## config.mk

```make
export PLATFORM = sky130hd
export DESIGN_NAME = gilr_regs
export DESIGN_NICKNAME = d
export VERILOG_FILES = /design/src/inc/gilr_pkg.sv /design/src/hdl/gilr_bank_check.sv /design/src/hdl/gilr_prio_gate.sv /design/src/hdl/gilr_regs.sv
export SDC_FILE = /design/constraint.sdc
export NUM_CORES = 1
export LEC_CHECK = 0
export BUFFER_PORTS_ARGS = -buffer_cell sky130_fd_sc_hd__buf_2
export CAP_MARGIN = 20
export CORE_MARGIN = 10
export CORE_UTILIZATION = 44
export CTS_BUF_LIST = sky130_fd_sc_hd__clkbuf_8
export CTS_CLUSTER_DIAMETER = 120
export DETAILED_ROUTE_END_ITERATION = 6
export PLACE_DENSITY = 0.88
export SLEW_MARGIN = 40
export SYNTH_ARGS = -nofsm -noshare
export SYNTH_HDL_FRONTEND = slang
export SYNTH_SLANG_ARGS = --single-unit
```

## constraint.sdc

```tcl
create_clock -name clk_sys -period 1.73 [get_ports clk_sys]
set_clock_uncertainty 0.2 [all_clocks]
set_input_delay 0.0865 -clock clk_sys [delete_from_list [all_inputs] [get_ports clk_sys]]
set_output_delay 0.0865 -clock clk_sys [all_outputs]
set_load 0.1 [all_outputs]
```

## src/inc/gilr_pkg.sv

```systemverilog
// Package with constants and carrier types for the guest interrupt registers.
package gilr_pkg;

    // Register selectors on the system register port.
    localparam logic [2:0] GILR_SEL_TABLE_BASE = 3'h0;
    localparam logic [2:0] GILR_SEL_INT_CONFIG = 3'h1;
    localparam logic [2:0] GILR_SEL_PRIO_MASK = 3'h2;
    localparam logic [2:0] GILR_SEL_SV_LOCK = 3'h3;

    // Table base field position and reset value.
    localparam int GILR_TBASE_LSB = 9;
    localparam int GILR_TBASE_MSB = 31;
    localparam logic [22:0] GILR_TBASE_RST = 23'h000000;

    // Interrupt configuration fields.
    localparam int GILR_LIMIT_LSB = 16;
    localparam int GILR_LIMIT_MSB = 21;
    localparam logic [5:0] GILR_LIMIT_RST = 6'h0f;
    localparam int GILR_EXT_BIT = 1;
    localparam logic GILR_EXT_VALUE = 1'b1;
    localparam int GILR_ISP_BIT = 0;
    localparam logic GILR_ISP_VALUE = 1'b0;

    // Priority mask field.
    localparam int GILR_MASK_LSB = 0;
    localparam int GILR_MASK_MSB = 5;
    localparam logic [5:0] GILR_MASK_RST = 6'h3f;

    // Supervisor lock field.
    localparam int GILR_LOCK_BIT = 0;
    localparam logic GILR_LOCK_RST = 1'b0;

    // Bank index that is never usable.
    localparam logic [5:0] GILR_BANK_INVALID = 6'h3f;

    // System register access request.
    typedef struct packed {
        logic wr;
        logic rd;
        logic [2:0] sel;
    } gilr_sr_req_t;

    // External maskable interrupt request offered for acceptance.
    typedef struct packed {
        logic valid;
        logic uses_bank;
        logic [5:0] priority_level;
    } gilr_irq_t;

    // Protection registers a write can target; the lock guards all but the two direct ones.
    typedef enum logic [2:0] {
        GILR_PT_GPID_DIRECT,
        GILR_PT_GPID_ACTIVE,
        GILR_PT_GMPM_DIRECT,
        GILR_PT_GMPM_ACTIVE,
        GILR_PT_MPU_LOWER,
        GILR_PT_MPU_UPPER,
        GILR_PT_MPU_ATTR,
        GILR_PT_MPU_IDBANK
    } gilr_prot_target_t;

    // Write attempt to a protection related register.
    typedef struct packed {
        logic valid;
        logic sv_mode;
        gilr_prot_target_t target;
    } gilr_prot_req_t;

endpackage : gilr_pkg

```

## src/hdl/gilr_bank_check.sv

```systemverilog
// Register bank limit check for banked interrupt entry.
`timescale 1ns/100ps
`default_nettype none
module gilr_bank_check (
    input wire logic uses_bank,
    input wire logic [5:0] current_bank_index,
    input wire logic [5:0] bank_number_upper_limit,
    output logic bank_fault
);

    // A bank is unusable above the limit, and index 63 never is usable.
    always_comb begin
        bank_fault = uses_bank &&
            ((current_bank_index > bank_number_upper_limit) ||
             (current_bank_index == gilr_pkg::GILR_BANK_INVALID)); // [RULE3]
    end

endmodule : gilr_bank_check
`default_nettype wire

```

## src/hdl/gilr_prio_gate.sv

```systemverilog
// Priority mask gate for external maskable interrupts.
`timescale 1ns/100ps
`default_nettype none
module gilr_prio_gate (
    input wire logic [5:0] priority_level,
    input wire logic [5:0] priority_mask_level,
    input wire logic interrupt_disable_flag,
    output logic admit
);

    // Only priorities strictly below the mask level pass, so a mask of 0
    // blocks all and priority 63 can never pass.
    always_comb begin
        admit = !interrupt_disable_flag &&
            (priority_mask_level != 6'h00) && // [RULE7]
            (priority_level < priority_mask_level); // [RULE6]
    end

endmodule : gilr_prio_gate
`default_nettype wire

```

## src/hdl/gilr_regs.sv

```systemverilog
// Guest interrupt configuration, priority mask and supervisor lock registers.
//
// Overview of operation
// RULE1: Table base gives address bits 31..9, low zero.
// RULE2: Bank limit field bits 21..16, writable, resets 0F.
// RULE3: Banked interrupt beyond limit or 63: hold, error.
// RULE4: Priority extension bit 1 reads constant one.
// RULE5: In-service update bit 0 reads constant zero.
// RULE6: Mask field resets 3F, blocks priorities at/above.
// RULE7: Mask zero inhibits all, like interrupt disable.
// RULE8: Lock set: supervisor protection writes leave registers. Direct GMPM writes pass here too.
// RULE9: Reserved fields read-only, read zero.
// RULE10: Configuration bits 31..22 read-only, undefined.
// RULE11: Direct guest protection ID writes pass despite lock.
// RULE12: Ignored writes raise no exception, keep values.
`timescale 1ns/100ps
`default_nettype none
module gilr_regs (
    input wire logic clk_sys,
    input wire logic rst_b,
    input wire gilr_pkg::gilr_sr_req_t sr_req,
    input wire logic [31:0] sr_wdata,
    output logic [31:0] sr_rdata,
    output logic sr_rd_valid,
    input wire gilr_pkg::gilr_irq_t irq_req,
    input wire logic interrupt_disable_flag,
    input wire logic [5:0] current_bank_index,
    output logic irq_accept,
    output logic irq_hold,
    output logic system_error_exception,
    input wire gilr_pkg::gilr_prot_req_t prot_req,
    output logic prot_wr_allow,
    output logic prot_wr_blocked,
    output logic [31:0] table_base_addr,
    output logic [5:0] bank_number_upper_limit,
    output logic [5:0] priority_mask_level,
    output logic supervisor_lock_flag
);

    // Stored fields; every other bit of the four registers is constant.
    logic [22:0] table_base_field_r;
    logic [5:0] limit_r;
    logic [5:0] mask_r;
    logic lock_r;

    // Write strobes per register.
    logic wr_table_base;
    logic wr_int_config;
    logic wr_prio_mask;
    logic wr_sv_lock;

    // Read path registers.
    logic [31:0] rdata_r;
    logic [31:0] rdata_nxt;
    logic rd_valid_r;

    // Interrupt decision results.
    logic admit;
    logic bank_fault;
    logic accept_r;
    logic hold_r;
    logic system_error_exception_r;

    // Protection write gating.
    logic prot_locked;
    logic blocked_r;

    // Register images as seen by software.
    logic [31:0] img_table_base;
    logic [31:0] img_int_config;
    logic [31:0] img_prio_mask;
    logic [31:0] img_sv_lock;

    // Decode a write to one register; the four registers themselves are
    // not guarded by the lock, only the protection registers are.
    always_comb begin
        wr_table_base = sr_req.wr &&
            (sr_req.sel == gilr_pkg::GILR_SEL_TABLE_BASE);
        wr_int_config = sr_req.wr &&
            (sr_req.sel == gilr_pkg::GILR_SEL_INT_CONFIG);
        wr_prio_mask = sr_req.wr &&
            (sr_req.sel == gilr_pkg::GILR_SEL_PRIO_MASK);
        wr_sv_lock = sr_req.wr &&
            (sr_req.sel == gilr_pkg::GILR_SEL_SV_LOCK);
    end

    // Table base field; the low nine bits are never stored.
    always_ff @(posedge clk_sys or negedge rst_b) begin
        if (!rst_b) begin
            table_base_field_r <= gilr_pkg::GILR_TBASE_RST;
        end else if (wr_table_base) begin
            table_base_field_r <= sr_wdata[gilr_pkg::GILR_TBASE_MSB:
                gilr_pkg::GILR_TBASE_LSB]; // [RULE1]
        end
    end

    // Bank limit field; the two low bits of this register are constants,
    // so writes to them simply have no target.
    always_ff @(posedge clk_sys or negedge rst_b) begin
        if (!rst_b) begin
            limit_r <= gilr_pkg::GILR_LIMIT_RST; // [RULE2]
        end else if (wr_int_config) begin
            limit_r <= sr_wdata[gilr_pkg::GILR_LIMIT_MSB:
                gilr_pkg::GILR_LIMIT_LSB]; // [RULE2]
        end
    end

    // Priority mask level.
    always_ff @(posedge clk_sys or negedge rst_b) begin
        if (!rst_b) begin
            mask_r <= gilr_pkg::GILR_MASK_RST; // [RULE6]
        end else if (wr_prio_mask) begin
            mask_r <= sr_wdata[gilr_pkg::GILR_MASK_MSB:
                gilr_pkg::GILR_MASK_LSB];
        end
    end

    // Supervisor lock flag.
    always_ff @(posedge clk_sys or negedge rst_b) begin
        if (!rst_b) begin
            lock_r <= gilr_pkg::GILR_LOCK_RST; // [RULE8]
        end else if (wr_sv_lock) begin
            lock_r <= sr_wdata[gilr_pkg::GILR_LOCK_BIT];
        end
    end

    // Software images. Reserved bits are tied off here, so a write that
    // sets them is dropped silently and no fault is signalled.
    always_comb begin
        img_table_base = {table_base_field_r, 9'h000}; // [RULE9] [RULE12]
    end

    // Configuration image. The two low bits are wired constants, so a
    // guest can never switch priority extension off or bring back
    // in-service priority updates.
    always_comb begin
        img_int_config = 32'h00000000; // [RULE9]
        // The upper reserved bits are undefined; zero is a legal choice.
        img_int_config[31:22] = 10'h000; // [RULE10]
        img_int_config[gilr_pkg::GILR_LIMIT_MSB:
            gilr_pkg::GILR_LIMIT_LSB] = limit_r;
        img_int_config[gilr_pkg::GILR_EXT_BIT] =
            gilr_pkg::GILR_EXT_VALUE; // [RULE4]
        img_int_config[gilr_pkg::GILR_ISP_BIT] =
            gilr_pkg::GILR_ISP_VALUE; // [RULE5]
    end

    // Priority mask image; only the six level bits are stored.
    always_comb begin
        img_prio_mask = 32'h00000000; // [RULE9]
        img_prio_mask[gilr_pkg::GILR_MASK_MSB:
            gilr_pkg::GILR_MASK_LSB] = mask_r;
    end

    // Lock image; only the flag itself is stored.
    always_comb begin
        img_sv_lock = 32'h00000000; // [RULE9]
        img_sv_lock[gilr_pkg::GILR_LOCK_BIT] = lock_r;
    end

    // Read multiplexer; an unknown selector reads as zero.
    always_comb begin
        case (sr_req.sel)
            gilr_pkg::GILR_SEL_TABLE_BASE: begin
                rdata_nxt = img_table_base;
            end
            gilr_pkg::GILR_SEL_INT_CONFIG: begin
                rdata_nxt = img_int_config;
            end
            gilr_pkg::GILR_SEL_PRIO_MASK: begin
                rdata_nxt = img_prio_mask;
            end
            gilr_pkg::GILR_SEL_SV_LOCK: begin
                rdata_nxt = img_sv_lock;
            end
            default: begin
                rdata_nxt = 32'h00000000;
            end
        endcase
    end

    // Read data is registered, so a read in the same cycle as a write to
    // the same register returns the value from before that write.
    always_ff @(posedge clk_sys or negedge rst_b) begin
        if (!rst_b) begin
            rdata_r <= 32'h00000000;
        end else if (sr_req.rd) begin
            rdata_r <= rdata_nxt;
        end
    end

    // The valid strobe stands for exactly one cycle per read request.
    always_ff @(posedge clk_sys or negedge rst_b) begin
        if (!rst_b) begin
            rd_valid_r <= 1'b0;
        end else begin
            rd_valid_r <= sr_req.rd;
        end
    end

    // Priority mask comparison.
    gilr_prio_gate u_prio_gate (
        .priority_level(irq_req.priority_level),
        .priority_mask_level(mask_r),
        .interrupt_disable_flag(interrupt_disable_flag),
        .admit(admit)
    );

    // Register bank limit comparison.
    gilr_bank_check u_bank_check (
        .uses_bank(irq_req.uses_bank),
        .current_bank_index(current_bank_index),
        .bank_number_upper_limit(limit_r),
        .bank_fault(bank_fault)
    );

    // Interrupt decision, one cycle after the request is offered. Only an
    // interrupt that passes the mask can run into the bank check; a masked
    // one is simply not taken and raises nothing.
    always_ff @(posedge clk_sys or negedge rst_b) begin
        if (!rst_b) begin
            accept_r <= 1'b0;
        end else begin
            accept_r <= irq_req.valid && admit && !bank_fault; // [RULE6]
        end
    end

    // A banked interrupt that fails the bank check is held rather than
    // taken; the request itself stays pending at its source.
    always_ff @(posedge clk_sys or negedge rst_b) begin
        if (!rst_b) begin
            hold_r <= 1'b0;
        end else begin
            hold_r <= irq_req.valid && admit && bank_fault; // [RULE3]
        end
    end

    // The system error is raised in the same cycle as the hold, so the
    // handler finds the refused request still pending.
    always_ff @(posedge clk_sys or negedge rst_b) begin
        if (!rst_b) begin
            system_error_exception_r <= 1'b0;
        end else begin
            system_error_exception_r <= irq_req.valid && admit && bank_fault; // [RULE3]
        end
    end

    // The lock bites only on supervisor writes, to every target but the two direct ones;
    // direct writes to the guest copies stay open so the hypervisor can
    // still prepare them while the guest is locked.
    always_comb begin
        case (prot_req.target)
            gilr_pkg::GILR_PT_GPID_DIRECT: begin
                prot_locked = 1'b0; // [RULE11]
            end
            gilr_pkg::GILR_PT_GMPM_DIRECT: begin
                prot_locked = 1'b0;
            end
            gilr_pkg::GILR_PT_GPID_ACTIVE: begin
                prot_locked = lock_r && prot_req.sv_mode; // [RULE8]
            end
            gilr_pkg::GILR_PT_GMPM_ACTIVE: begin
                prot_locked = lock_r && prot_req.sv_mode; // [RULE8]
            end
            gilr_pkg::GILR_PT_MPU_LOWER: begin
                prot_locked = lock_r && prot_req.sv_mode; // [RULE8]
            end
            gilr_pkg::GILR_PT_MPU_UPPER: begin
                prot_locked = lock_r && prot_req.sv_mode; // [RULE8]
            end
            gilr_pkg::GILR_PT_MPU_ATTR: begin
                prot_locked = lock_r && prot_req.sv_mode; // [RULE8]
            end
            gilr_pkg::GILR_PT_MPU_IDBANK: begin
                prot_locked = lock_r && prot_req.sv_mode; // [RULE8]
            end
            default: begin
                prot_locked = lock_r && prot_req.sv_mode; // [RULE8]
            end
        endcase
    end

    // Blocked writes are reported as a pulse for the register owner only;
    // no exception is raised and the target keeps its value.
    always_ff @(posedge clk_sys or negedge rst_b) begin
        if (!rst_b) begin
            blocked_r <= 1'b0;
        end else begin
            blocked_r <= prot_req.valid && prot_locked; // [RULE12]
        end
    end

    // Outputs.
    assign sr_rdata = rdata_r;
    assign sr_rd_valid = rd_valid_r;
    assign irq_accept = accept_r;
    assign irq_hold = hold_r;
    assign system_error_exception = system_error_exception_r;
    assign prot_wr_allow = prot_req.valid && !prot_locked; // [RULE8]
    assign prot_wr_blocked = blocked_r;
    assign table_base_addr = img_table_base; // [RULE1]
    assign bank_number_upper_limit = limit_r;
    assign priority_mask_level = mask_r;
    assign supervisor_lock_flag = lock_r;

endmodule : gilr_regs
`default_nettype wire

```

==> reports/metrics.yaml <==
path_delay_family: "flip-flops"
cp-end-kind: "flip-flop"
drv_cap: 0
start_util_pct: 44.7
wl_per_cell_um: 16.2
multi_input_area_mm2: 0.00128
area_delta_synth_final_pct: 48.3
grt_pass1_vias: 2996
drcViolationCount: 0
finalHoldViolations: 0
first_pass_iters: 4
vias: 2657
crit_path_top_delay_cell: "dfstp_4"
fillers: 555
slew_viol_final: 0
synth_area_leader_cell: "dfrtp_1"
die_x_um: 105
antenna_left: 0
final_layout_size_suffix_gt1_share_pct: 46.6
num_io_pins: 142
yosys_warnings: 0
grt.overflow.total: 0
path_class: "flip-flop to flip-flop"
core_area_mm2: 0.00718
ys_seq_area_share_pct: 54.2
cts_made_buffers: 9
via_per_inst: 4.68
cts.reportedPaths.clkPinSlew_ns: 0.07
placedCellCount: 511
mostFrequentLayoutCells: "117 x buf_2, 56 x dfrtp_1, 39 x dlygate4sd3_1"
period_share_pct: 107
slew_headroom_pct: 66.0
rsz0062_at_grt: "yes"
cts_max_path_buffers: 2
die_y_um: 105
seq_area_mm2: 0.00177
clkSinkCount: 69
setup_viol: 2
finalWorstSetupSlack_ns: -0.128
crit_cells: 6
path_cells: "inv_4, ha_4, nor2b_4, o21a_1, o311ai_2, and2_1"
nets: 533
fin_crit_ns: 1.86
worstPathArrival_ns: 1.93
violations: "negative setup slack"
drt_iter0_markers: 90
crit_required_ns: 1.80
slowest_delay_ns: 0.63
max_freq_mhz: 538
dpl_cell_area_mm2: 0.00412
critPathLaunchType: "flip-flop"
r2r_cells: 6
fin_tns_setup_ns: -0.219
synth_seq_cells: 69
wirelength_um: 9220
whs_path_depth: 3
cts_root_buffer: "clkbuf_8"
die_area_mm2: 0.0111
synthTopCellsByArea: "dfrtp_1 46%, mux2_2 9.5%, dfstp_2 8.2%"
htreeDepth: 3
grt_max_degree: 39
yosysTopAreaCellShare_pct: 46.0
critPathMaxFanout: 2
peakVddDrop_mv: 0.783
fin_area_mm2: 0.00476
p_leak_nw: 2.34
instances_no_fill: 568
status: "finished, violations left"
gp_congestion: 0.792
dpl_worst_slack_ns: -0.177
final_common_cell: "buf_2"
holdWs_ns: 0.0110
hold_path_class: "input pin to flip-flop"
rows: 31
avgSynthCellArea_um2: 11.3
grt_first_pass_wirelength_um: 14800
crit_buf_inv: 1
yosys.cell_types.count: 40
worst_slew_pin_slew_ns: 0.513
clk_latency_ns: 0.33
synth_area_mm2: 0.00321
grt_usage_pct: 16.2
hpwlAfterDp_um: 6740
antenna_found_initial: 1
cts_tree: "built"
port_buffers: 125
p_per_area_mw_per_mm2: 1350
syn_inst: 285
## registers in the layout, summed over array words and instances, names as in the netlist, 6 cells and up
name,count
table_base_field_r,23
priority_mask_level,6
sr_rdata,29
bank_number_upper_limit,6
## per-stage QoR
| step | utilization, % | power (mW) |
|---|---|---|
| 6_report | 66.3 | 6.41 |
| 3_3_place_gp | 57.4 | 5.03 |
| 2_1_floorplan | - | 4.42 |
| 4_1_cts | 65.9 | 6.41 |
| 3_5_place_dp | 57.4 | 5.09 |
| 5_1_grt | 66.3 | 6.66 |
## layout make-up
class                      instances  area share [%]
clock inverter                     3           0.237
timing repair buffer             180            25.9
clock buffer                      13            3.76
multi-input combinational        163            26.9
antenna                            1          0.0526
tap                               99            2.60
inverter                          40            3.26
sequential                        69            37.3
## worst reg2reg max path, cell delays in order, from the launching register on
cell and delay, ns:
dfstp_4 0.63, inv_4 0.04, ha_4 0.21, nor2b_4 0.12
o21a_1 0.18, o311ai_2 0.24, and2_1 0.18
## timing repair
action | in CTS | in global routing
hold buffers | 39 | 0
endpoints found under the hold margin | 110 | 0
setup buffers | 1 | 0
pin swaps | 5 | 2
endpoints found under the setup margin | 3 | 2
resized for setup | 6 | 7
## cells in the mapped netlist (all sizes together)
library cell,number
a2111o,1
a211oi,1
a21o,1
a21oi,2
a41o,1
a41oi,1
and2,2
and4,1
and4bb,2
buf,20
clkbuf,4
conb,1
dfrtp,59
dfstp,10
ha,11
inv,40
mux2,27
mux2i,7
nand2,33
nand2b,2
nand3b,2
nand4,1
nand4b,1
nor2,3
nor2b,1
nor4b,1
o2111ai,1
o211ai,2
o21a,1
o21ai,28
o22ai,12
o311ai,1
or2,1
or2b,1
or3b,2
or4,1
## layer usage
layer | vias up | GRT usage [%] | share of wire, % | routed length (µm)
li1 | 1289 | - | - | -
met1 | 1261 | 17.1 | 39 | 3630
met2 | 92 | 29.1 | 52 | 4780
met3 | 15 | 5.79 | 7.0 | 644
met4 | 0 | 5.88 | 1.8 | 168
met5 | - | 0 | 0 | 0
## worst paths after layout
| kind | to | from | slack [ns] |
|---|---|---|---|
| max | irq_accept | bank_number_upper_limit[1] | -0.13 |
| min | sr_rdata[1] | sr_req[2] | 0.01 |
| max reg2reg | irq_accept | bank_number_upper_limit[1] | -0.13 |
| min reg2reg | sr_rdata[29] | table_base_field_r[20] | 0.30 |
| max in group asynchronous | supervisor_lock_flag | rst_b | 0.79 |
| min in group asynchronous | sr_rdata[25] | rst_b | 0.14 |
## power breakdown
group	total, mW	switching [mW]	internal, mW
clock	1.23	0.564	0.663
combinational	3.10	2.38	0.720
sequential	2.09	0.173	1.91
total	6.41	3.11	3.30
## kinds of logic (layout without fill, tap and decap cells)
logic type                 count (synthesis)  after routing  share of synthesized area (%)
adders and majority gates                 11             11                           4.29
AOI/OAI and AO/OA                         52             52                           9.68
DFF                                       69             69                           54.2
other                                      1             13                          0.117
buffers and inverters                     64            236                           10.3
muxes                                     34             34                           11.7
and+or+nand+nor                           54             54                           9.68
No activity file was read; power rests on OpenSTA's default activity.
